===== src/ebhi_map.svh =====
// Register indices, field positions, reset values and timing counts
// Assumes APB byte address = register index * 4
`ifndef EBHI_MAP_SVH
`define EBHI_MAP_SVH
`define EBHI_IDX_P7SEL     30'h00800747
`define EBHI_IDX_XADDR     30'h00800760
`define EBHI_IDX_XWDATA    30'h00800761
`define EBHI_IDX_XCTRL     30'h00800762
`define EBHI_IDX_XSTAT     30'h00800763
`define EBHI_P7_BCLK       0
`define EBHI_P7_WAIT       1
`define EBHI_P7_HOLD_REQUEST_N       2
`define EBHI_P7_HGNT       3
`define EBHI_P7_RST        8'h00
`define EBHI_CTL_GO        0
`define EBHI_CTL_WRITE     1
`define EBHI_CTL_UPPER     2
`define EBHI_CTL_LOWER     3
`define EBHI_CTL_CLRERR    4
`define EBHI_ST_BUSY       0
`define EBHI_ST_HOLD       1
`define EBHI_ST_ERR        2
`define EBHI_BCLK_DIV      8'h04
`define EBHI_FLASH_TOP     20'h20000
`endif


===== src/ebhi_pkg.sv =====
// Types shared by the external bus and hold block
// Assumes ebhi_map.svh supplies all numeric constants
package ebhi_pkg;
  typedef enum logic [2:0] {
    ST_IDLE  = 3'b000,
    ST_ADDR  = 3'b001,
    ST_WAIT  = 3'b010,
    ST_HOLD  = 3'b011,
    ST_HEXIT = 3'b100
  } ebhi_state_e;

  typedef struct packed {
    logic [17:0] extAddressLines;
    logic        extSelectFirstN;
    logic        extSelectSecondN;
    logic        readStrobeN;
    logic        upperByteWriteStrobeN;
    logic        lowerByteWriteStrobeN;
  } ebhi_pins_s;

  typedef struct packed {
    logic [19:0] addr;
    logic [15:0] wdata;
    logic        write;
    logic        upperEn;
    logic        lowerEn;
  } ebhi_req_s;
endpackage : ebhi_pkg

===== src/ebhi_core.sv =====
// External bus master with byte strobes, wait insertion and hold handshake
// Assumes an APB master, pins resolved outside, bus pins tristated by enables
//
// Behaviour
// - Accepted hold request stops accesses, grant low
// - In hold address, select, strobe and data pins float; bus clock stays driven
// - Grant stays low throughout hold state
// - Request high again ends hold, bus resumes
// - Reads drive read strobe, write strobes high
// - Writes strobe only lanes being written
// - Low wait input keeps adding wait cycles
// - Every access has at least one wait, two clocks minimum
// - Select bits 0-3 pick clock/wait/hold pins
// - Select bits 4-7 pick debug serial pins
// - Select register reads back as zero
// - Upper strobe lane 0-7, lower 8-15
// - Reads are sixteen bits, valid byte kept
// - Chip select by half; none for flash
//
// Design decision made here: the APB register port.
`timescale 1ns/1ps
`include "ebhi_map.svh"

module ebhi_core
  import ebhi_pkg::*;
#(
  parameter logic [7:0]  BCLK_DIV  = `EBHI_BCLK_DIV,
  parameter logic [19:0] FLASH_TOP = `EBHI_FLASH_TOP
) (
  // Clock and reset
  input  wire logic        core_clk,
  input  wire logic        nrst,
  // APB slave
  input  wire logic        psel,
  input  wire logic        penable,
  input  wire logic        pwrite,
  input  wire logic [31:0] paddr,
  input  wire logic [31:0] pwdata,
  output logic             pready,
  output logic      [31:0] prdata,
  output logic             pslverr,
  // Bus pins
  output ebhi_pins_s       extBus,
  output logic             extBusOe,
  input  wire logic [15:0] extDataIn,
  output logic      [15:0] extDataOut,
  output logic             extDataOe,
  output logic             busClock,
  output logic             busClockOe,
  // Wait and hold pins
  input  wire logic        waitN,
  input  wire logic        holdRequestN,
  output logic             holdGrantN,
  output logic             holdGrantOe,
  // Pin function selects
  output logic      [7:0]  port7FunctionSelect
);

  localparam int REG_NONE = 0;
  localparam int REG_P7 = 1;
  localparam int REG_ADDR = 2;
  localparam int REG_WDATA = 3;
  localparam int REG_CTRL = 4;
  localparam int REG_STAT = 5;

  function automatic logic [2:0] regSel(
    input logic [31:0] a
  );
    logic [2:0] r;
    r = 3'(REG_NONE);
    if (a[1:0] == 2'h0) begin
      unique case (a[31:2])
        `EBHI_IDX_P7SEL:  r = 3'(REG_P7);
        `EBHI_IDX_XADDR:  r = 3'(REG_ADDR);
        `EBHI_IDX_XWDATA: r = 3'(REG_WDATA);
        `EBHI_IDX_XCTRL:  r = 3'(REG_CTRL);
        `EBHI_IDX_XSTAT:  r = 3'(REG_STAT);
        default:          r = 3'(REG_NONE);
      endcase
    end
    return r;
  endfunction : regSel

  ebhi_state_e state;
  ebhi_req_s   req;
  ebhi_req_s   cur;
  logic [2:0]  hreqSync;
  logic [2:0]  waitSync;
  logic [15:0] dSync0;
  logic [15:0] dSync1;
  logic [15:0] dSync2;
  logic        hreqLvl;
  logic        waitLvl;
  logic [7:0]  divCnt;
  logic        goPend;
  logic        errFlag;
  logic [15:0] rdWord;
  logic [7:0]  rdByte;
  logic        apbAcc;
  logic        apbWr;
  logic [2:0]  wrSel;
  logic        tick;
  logic        holdWant;
  logic        flashHit;
  logic        accept;
  logic        refuse;
  logic        startCyc;
  logic        endCyc;
  logic        enterHold;
  logic        leaveHold;
  logic        resume;

  // Pin synchronisers; a change counts when stages two and three agree
  always_ff @(posedge core_clk) begin
    if (!nrst) begin
      hreqSync <= 3'h7;
      waitSync <= 3'h7;
      hreqLvl  <= 1'b1;
      waitLvl  <= 1'b1;
    end else begin
      hreqSync <= {hreqSync[1:0], holdRequestN};
      waitSync <= {waitSync[1:0], waitN};
      if (hreqSync[1] == hreqSync[2]) begin
        hreqLvl <= hreqSync[2];
      end
      if (waitSync[1] == waitSync[2]) begin
        waitLvl <= waitSync[2];
      end
    end
  end

  // Data lines held stable by the far side until strobes rise
  always_ff @(posedge core_clk) begin
    if (!nrst) begin
      dSync0 <= 16'h0000;
      dSync1 <= 16'h0000;
      dSync2 <= 16'h0000;
    end else begin
      dSync0 <= extDataIn;
      dSync1 <= dSync0;
      dSync2 <= dSync1;
    end
  end

  // Bus clock divider; tick marks each bus clock rising edge
  assign tick = (divCnt == BCLK_DIV - 8'h01);

  always_ff @(posedge core_clk) begin
    if (!nrst) begin
      divCnt   <= 8'h00;
      busClock <= 1'b0;
    end else begin
      divCnt   <= tick ? 8'h00 : divCnt + 8'h01;
      busClock <= tick || (divCnt < (BCLK_DIV >> 1) - 8'h01);
    end
  end

  // APB answers one cycle into the access phase
  assign apbAcc = psel && penable;
  assign apbWr  = apbAcc && pready && pwrite;
  assign wrSel  = regSel(paddr);

  always_ff @(posedge core_clk) begin
    if (!nrst) begin
      pready <= 1'b0;
    end else begin
      pready <= apbAcc && !pready;
    end
  end

  always_ff @(posedge core_clk) begin
    if (!nrst) begin
      prdata  <= 32'h00000000;
      pslverr <= 1'b0;
    end else if (apbAcc && !pready) begin
      prdata  <= 32'h00000000;
      pslverr <= 1'b0;
      unique case (wrSel)
        3'(REG_P7):    prdata <= 32'h00000000;
        3'(REG_ADDR):  prdata <= {12'h000, req.addr};
        3'(REG_WDATA): prdata <= {16'h0000, req.wdata};
        3'(REG_CTRL):  prdata <= {28'h0000000, req.lowerEn,
                                  req.upperEn, req.write, 1'b0};
        3'(REG_STAT):  prdata <= {rdWord, rdByte, 5'h00, errFlag,
                                  state == ST_HOLD, goPend ||
                                  (state == ST_ADDR) ||
                                  (state == ST_WAIT)};
        default:       pslverr <= 1'b1;
      endcase
    end
  end

  always_ff @(posedge core_clk) begin
    if (!nrst) begin
      port7FunctionSelect <= `EBHI_P7_RST;
    end else if (apbWr && wrSel == 3'(REG_P7)) begin
      port7FunctionSelect <= pwdata[7:0];
    end
  end

  always_ff @(posedge core_clk) begin
    if (!nrst) begin
      req <= '0;
    end else if (apbWr) begin
      if (wrSel == 3'(REG_ADDR)) begin
        req.addr <= pwdata[19:0];
      end
      if (wrSel == 3'(REG_WDATA)) begin
        req.wdata <= pwdata[15:0];
      end
      if (wrSel == 3'(REG_CTRL)) begin
        req.write   <= pwdata[`EBHI_CTL_WRITE];
        req.upperEn <= pwdata[`EBHI_CTL_UPPER];
        req.lowerEn <= pwdata[`EBHI_CTL_LOWER];
      end
    end
  end

  // Cycle sequencing
  assign holdWant = port7FunctionSelect[`EBHI_P7_HOLD_REQUEST_N] && !hreqLvl;
  assign flashHit = !req.addr[19] && (req.addr < FLASH_TOP);
  assign accept   = tick && state == ST_IDLE && goPend && !holdWant;
  assign refuse   = accept && flashHit;
  assign startCyc = accept && !flashHit;
  assign endCyc   = tick && state == ST_WAIT &&
                    !(port7FunctionSelect[`EBHI_P7_WAIT] && !waitLvl);
  assign enterHold = tick && state == ST_IDLE && holdWant;
  assign leaveHold = tick && state == ST_HOLD && !holdWant;
  assign resume    = tick && state == ST_HEXIT;

  // Set from software wins over the clear on acceptance
  always_ff @(posedge core_clk) begin
    if (!nrst) begin
      goPend <= 1'b0;
    end else if (apbWr && wrSel == 3'(REG_CTRL) && pwdata[`EBHI_CTL_GO]) begin
      goPend <= 1'b1;
    end else if (accept) begin
      goPend <= 1'b0;
    end
  end

  always_ff @(posedge core_clk) begin
    if (!nrst) begin
      errFlag <= 1'b0;
    end else if (refuse) begin
      errFlag <= 1'b1;
    end else if (apbWr && wrSel == 3'(REG_CTRL) && pwdata[`EBHI_CTL_CLRERR]) begin
      errFlag <= 1'b0;
    end
  end

  always_ff @(posedge core_clk) begin
    if (!nrst) begin
      state <= ST_IDLE;
    end else begin
      unique case (state)
        ST_IDLE: begin
          if (enterHold) begin
            state <= ST_HOLD;
          end else if (startCyc) begin
            state <= ST_ADDR;
          end
        end
        ST_ADDR: begin
          if (tick) begin
            state <= ST_WAIT;
          end
        end
        ST_WAIT: begin
          if (endCyc) begin
            state <= ST_IDLE;
          end
        end
        ST_HOLD: begin
          if (leaveHold) begin
            state <= ST_HEXIT;
          end
        end
        ST_HEXIT: begin
          if (resume) begin
            state <= ST_IDLE;
          end
        end
        default: state <= ST_IDLE;
      endcase
    end
  end

  always_ff @(posedge core_clk) begin
    if (!nrst) begin
      cur <= '0;
    end else if (startCyc) begin
      cur <= req;
    end
  end

  // Address, selects and strobes
  always_ff @(posedge core_clk) begin
    if (!nrst) begin
      extBus <= '{18'h00000, 1'b1, 1'b1, 1'b1, 1'b1, 1'b1};
    end else if (startCyc) begin
      extBus.extAddressLines       <= req.addr[18:1];
      extBus.extSelectFirstN       <= req.addr[19];
      extBus.extSelectSecondN      <= !req.addr[19];
      extBus.readStrobeN           <= req.write;
      extBus.upperByteWriteStrobeN <= !(req.write && req.upperEn);
      extBus.lowerByteWriteStrobeN <= !(req.write && req.lowerEn);
    end else if (endCyc) begin
      extBus.extSelectFirstN       <= 1'b1;
      extBus.extSelectSecondN      <= 1'b1;
      extBus.readStrobeN           <= 1'b1;
      extBus.upperByteWriteStrobeN <= 1'b1;
      extBus.lowerByteWriteStrobeN <= 1'b1;
    end
  end

  // Upper lane is bits 15:8 (lines 0-7), lower lane bits 7:0
  always_ff @(posedge core_clk) begin
    if (!nrst) begin
      extDataOut <= 16'h0000;
      extDataOe  <= 1'b0;
    end else if (startCyc) begin
      extDataOut <= req.wdata;
      extDataOe  <= req.write;
    end else if (endCyc || enterHold) begin
      extDataOe  <= 1'b0;
    end
  end

  // Drive is released in hold and taken back only after grant rises
  always_ff @(posedge core_clk) begin
    if (!nrst) begin
      extBusOe   <= 1'b1;
      holdGrantN <= 1'b1;
    end else if (enterHold) begin
      extBusOe   <= 1'b0;
      holdGrantN <= 1'b0;
    end else if (leaveHold) begin
      holdGrantN <= 1'b1;
    end else if (resume) begin
      extBusOe   <= 1'b1;
    end
  end

  always_ff @(posedge core_clk) begin
    if (!nrst) begin
      holdGrantOe <= 1'b0;
      busClockOe  <= 1'b0;
    end else begin
      holdGrantOe <= port7FunctionSelect[`EBHI_P7_HGNT];
      busClockOe  <= port7FunctionSelect[`EBHI_P7_BCLK];
    end
  end

  // Reads always take the full word, then keep the valid byte
  always_ff @(posedge core_clk) begin
    if (!nrst) begin
      rdWord <= 16'h0000;
      rdByte <= 8'h00;
    end else if (endCyc && !cur.write) begin
      rdWord <= dSync2;
      rdByte <= (cur.upperEn || (!cur.lowerEn && !cur.addr[0])) ?
                dSync2[15:8] : dSync2[7:0];
    end
  end

endmodule : ebhi_core


===== config.mk =====
export PLATFORM = sky130hd
export DESIGN_NAME = ebhi_core
export DESIGN_NICKNAME = d
export VERILOG_FILES = /design/src/ebhi_pkg.sv /design/src/ebhi_core.sv
export VERILOG_INCLUDE_DIRS = /design/src
export SDC_FILE = /design/constraint.sdc
export NUM_CORES = 1
export LEC_CHECK = 0
export BUFFER_PORTS_ARGS = -buffer_cell sky130_fd_sc_hd__buf_4
export CORE_MARGIN = 2
export CORE_UTILIZATION = 49
export DETAILED_ROUTE_END_ITERATION = 8
export HOLD_SLACK_MARGIN = 0.05
export PLACE_DENSITY_LB_ADDON = 0.15
export SLEW_MARGIN = 10
export SYNTH_ARGS = -nofsm -noshare
export SYNTH_HDL_FRONTEND = slang
export SYNTH_SLANG_ARGS = --single-unit

===== constraint.sdc =====
create_clock -name core_clk -period 2.51 [get_ports core_clk]
set_input_delay 0.3765 -clock core_clk [delete_from_list [all_inputs] [get_ports core_clk]]
set_output_delay 0.3765 -clock core_clk [all_outputs]
set_load 0.03 [all_outputs]

; ---- Yosys cells after proc, flatten, opt, wreduce, memory -nomap -nowiden
; Index checks and enable logic that the tools add are counted.
[classes]
magnitude_cmp = 2
n_bitwise = 1
reduce_logical = 58
eq_ne = 23
n_mux = 25
addsub = 1
[op_table]
columns = op, count
row1 = "== test 30 x 24 -> 1 bit, second input constant", 5
row2 = one-hot mux 32 bit (4 select lines), 1
row3 = one-hot mux 3 bit (5 select lines), 2
row4 = logical AND 1 bit, 26
row5 = 2-to-1 mux 3 bit, 7
row6 = "< comparator 20 x 18 -> 1 bit, second input constant", 1
row7 = "== test 3 x 2 -> 1 bit, second input constant", 4
row8 = logical NOT 1 bit, 12
row9 = 2-to-1 mux 1 bit, 12
row10 = nonzero test 2 bit, 6
row11 = 2-to-1 mux 5 bit, 2
row12 = "inequality test 2 bit, second input constant", 5
row13 = "== test 3 bit, second input constant", 3
row14 = "adder 8 x 1 -> 8 bit, second input constant", 1
row15 = "== test 8 x 2 -> 1 bit, second input constant", 1
row16 = "< comparator 8 x 1 -> 1 bit, second input constant", 1
row17 = 2-to-1 mux 8 bit, 1
row18 = AND reduction 2 bit, 4
row19 = "== test 3 x 1 -> 1 bit, second input constant", 2
row20 = logical OR 1 bit, 5
row21 = AND reduction 5 bit, 1
row22 = OR reduction 5 bit, 1
row23 = logical NOT 3 bit, 1
row24 = "inequality test 3 bit, second input constant", 1
row25 = 4 further kinds, 5
[word_totals]
wordCells = 149
register_bits = 223
in_bits = 87

; ---- Depth between registers and ports, before layout
[depth]
word_depth = 8
depth_mapped = 9

; ---- Worst setup path after synthesis
; OpenSTA, ideal clock, no wires.
[synth_timing]
kind = flip-flop to flip-flop
from = register divCnt[0]
to = register extBus[21] in the netlist's numbering
arrival_time_ns = 2.243
t_required_ns = 2.382
slack_ns = 0.139
stages_incl_launch_ff = 10
n_path_buf = 3
path_cell_list = dfxtp_1 ha_1 or3b_2 or2_1 buf_6 or3_1 buf_2 buf_6 a22oi_1 nor2_1
[synth_between]
elab_chain_len = 5
[synth_rtl]
columns = item, line_no
row1 = start: declaration, ebhi_core.sv:94  ; logic [7:0] divCnt;
row2 = start signal: assignment, ebhi_core.sv:153  ; divCnt <= tick ? 8'h00 : divCnt + 8'h01;
row3 = == test 8 x 2 -> 1 bit, ebhi_core.sv:146  ; assign tick = (divCnt == BCLK_DIV - 8'h01);
row4 = logical AND 1 bit (3 in a row), ebhi_core.sv:222  ; assign accept = tick && state == ST_IDLE && goPend && !holdWant;
row5 = logical AND 1 bit, ebhi_core.sv:224  ; assign startCyc = accept && !flashHit;
row6 = end signal: assignment, ebhi_core.sv:300  ; extBus <= '{18'h00000, 1'b1, 1'b1, 1'b1, 1'b1, 1'b1};
row7 = end: declaration, ebhi_core.sv:43  ; output ebhi_pins_s extBus,
; No other way between the ends.
; A chain may end at the register's enable or synchronous reset.

; ---- Final worst setup path
[layout_timing]
from = register divCnt[1]
to = register extBus[21] in the netlist's numbering
; Same word-level chain as after synthesis.

==> metrics.md <==
| Metric | Value |
|---|---|
| Initial core utilization | 49.5% |
| Gr usage total | 21.9% |
| Slowest CP cell | or3_1 |
| Via count | 6547 |
| Data required, critical path | 2.87 ns |
| Synth cell types | 60 |
| Final Slew Violations | 0 |
| Floorplan Core Area | 16400 µm² |
| Post-route ant nets | 0 |
| Seq/Total Area, Yosys | 55.0% |
| Setup Skew | 0.0179 ns |
| Number of diodes | 0 |
| Syn Area/Cell | 9.44 µm² |
| Final critical-path required period | 2.36 ns |
| Post-synth EDFFs | 0 |
| Status | completed |
| Worst Setup End Kind | flop |
| Area Growth Syn to Fin | 28.6% |
| Post-synth top area share | 55.0% |
| Clock-pin slew on the worst setup and hold paths | 0.06 ns |
| Arr. time, crit path | 2.72 ns |
| Most frequent cell after synthesis | dfxtp_1 |
| GRT overflow | 0 |
| Yosys Warn Count | 0 |
| Htree depth | 1 |
| Top Ports | 174 |
| Final hold violation count | 0 |
| DRC viols | 0 |
| TritonCTS clock tree | yes |
| Hold Slack | 0.0682 ns |
| FMAX | 425 MHz |
| Slew headroom | 33.9% |
| Max Cap Viol | 0 |
| PD cells | 698 nW/µm² |
| Delay-heaviest family, CP | simple AND/OR/NAND/NOR gates |
| Bufs and invs on worst path | 1 |
| Leakage | 4.20 nW |
| WL per Instance | 15.8 µm |
| Startpoint types | flop |
| Syn_nets | 950 |
| CP max FO | 33 |
| Port bufs | 161 |
| Via density | 5.22 |
| Nets@finish | 1107 |
| Iteration count of the initial detailed-routing pass | 5 |
| Async set-reset flop share out of synthesis | 0% |
| Vias in the first global route | 5849 |
| Hold Path Class | input pin to flop |
| TNS Setup | 0 ns |
| Iter 0 DRT Violations | 536 |
| Root buf cell | clkbuf_16 |
| Clk sinks | 223 |
| Worst-Margin Slew | 0.988 ns |
| # fillers | 1415 |
| Worst ir drop on vdd | 554 µV |
| Clock Tree Buf Depth | 3 |
| Largest net degree at the start of global routing | 103 |
| Chip Height | 133 µm |
| Critical path class | flop to flop |
| Total CTS buffers | 23 |
| Routability cong. | 0.795 |
| Hpwl dp | 13.6 mm |
| RSZ-0062 raised after global routing | false |
| FF+latch count, synth | 223 |
| Die area | 17600 µm² |
| Post-synthesis cell count | 861 |
| Global-route wire length before repair | 31.3 mm |
| Fraction of layout cells with a size suffix above 1 | 24.5% |
| Area of the multi-input gates | 3390 µm² |
| Crit-path cells | ha_1 -> or3b_2 -> or2_1 -> or3_1 -> buf_12 -> a22oi_1 -> nor2_1 |
| Post-synthesis cell area | 8120 µm² |
| Dominant cell type by area after synthesis | dfxtp_1 |
| Drt total wl | 19.8 mm |
| Post-synth top cells | dfxtp_1 (223), nand2_1 (152), a21oi_1 (69), nor2_1 (55), and2_1 (51) |
| CP max stage delay | 0.48 ns |
| Seq. cell area | 4460 µm² |
| Initial antenna violation count | 0 |
| Synth top area cells | dfxtp_1 (55%), nand2_1 (7.0%), mux2i_1 (5.4%) |
| Final setup fails | 0 |
| Die X | 133 µm |
| Clock latency on the worst-skew pair | 0.50 ns |
| Tcrit/Tclk final | 93.8% |
| Rows | 47 |
| Top_reg_cell synth | dfxtp_1 |
[report_power, final]
group | switching, mW | internal [mW] | leakage, nW
Sequential | 0.0167 | 3.58 | 1.81
Clock | 1.34 | 2.07 | 0.380
Combinational | 0.153 | 0.130 | 2.01
Total | 1.51 | 5.79 | 4.20
[area by class of cell]
type / instances / area share [%]
inverters: 9 / 0.323
flip-flops and latches: 223 / 42.7
repair buffers: 190 / 14.4
multi-input cells: 571 / 32.5
well taps: 220 / 2.64
clock buffers: 33 / 6.45
clock inverters: 9 / 0.994
[cell usage in the layout, fill, tap and decap left out, drive strengths merged, types with 11 or more instances in the layout]
cell and n:
a21oi 69, a22o 16, and2 51, buf 190, clkbuf 33, dfxtp 223
mux2i 44, nand2 152, nand3 23, nor2 55, nor3 18, nor4 11
o21ai 34
[repair_timing]
action / in CTS / in global routing
setup buffers: 0 / 3
gates resized for setup: 0 / 0
hold buffers: 0 / 0
setup endpoints to repair: 0 / 15
[stage by stage]
step,setup slack [ns],util (%),power [mW],cells,area (µm²)
after floorplan,0.139,-,3.81,861,8120
after CTS,0.145,63.5,7.37,1252,10400
final,0.155,63.7,7.29,1255,10400
after detailed placement,0.153,58.8,3.96,1210,9640
after global placement,0.170,58.8,3.96,1210,9640
after global routing,0.00171,63.7,7.56,1255,10400
[kinds of logic (layout without fill, tap and decap cells)]
family	after synthesis	in the layout	synth area share [%]
simple gates	347	347	20.9
flops	223	223	55.0
compound gates	161	161	12.5
buf+inv	67	241	3.59
mux	54	54	7.08
xor+xnor	7	7	0.755
fa+ha+maj	2	2	0.308
[final timing paths]
kind,start,to,slack [ns],cells past startpoint
hold / removal,holdRequestN,hreqSync[0],0.07,2
setup / recovery,divCnt[1],extBus[21],0.15,7
setup reg to reg,divCnt[1],extBus[21],0.15,7
hold reg to reg,hreqSync[0],hreqSync[1],0.40,1
[registers in the layout (all words and copies together) (netlist names), 16 cells and up]
| name | cells |
|---|---|
| req | 39 |
| dSync0 | 16 |
| dSync2 | 16 |
| extDataOut | 16 |
| rdWord | 16 |
| extBus | 23 |
| dSync1 | 16 |
| prdata | 32 |
[routing by layer]
metal	vias to the layer above	track usage, %	share of wire [%]
li1	3280	-	-
met1	3013	31.6	46
met2	233	34.6	46
met3	21	3.52	7.0
met4	0	4.90	1.6
met5	-	0	0
(Power assumes the default switching activity.)
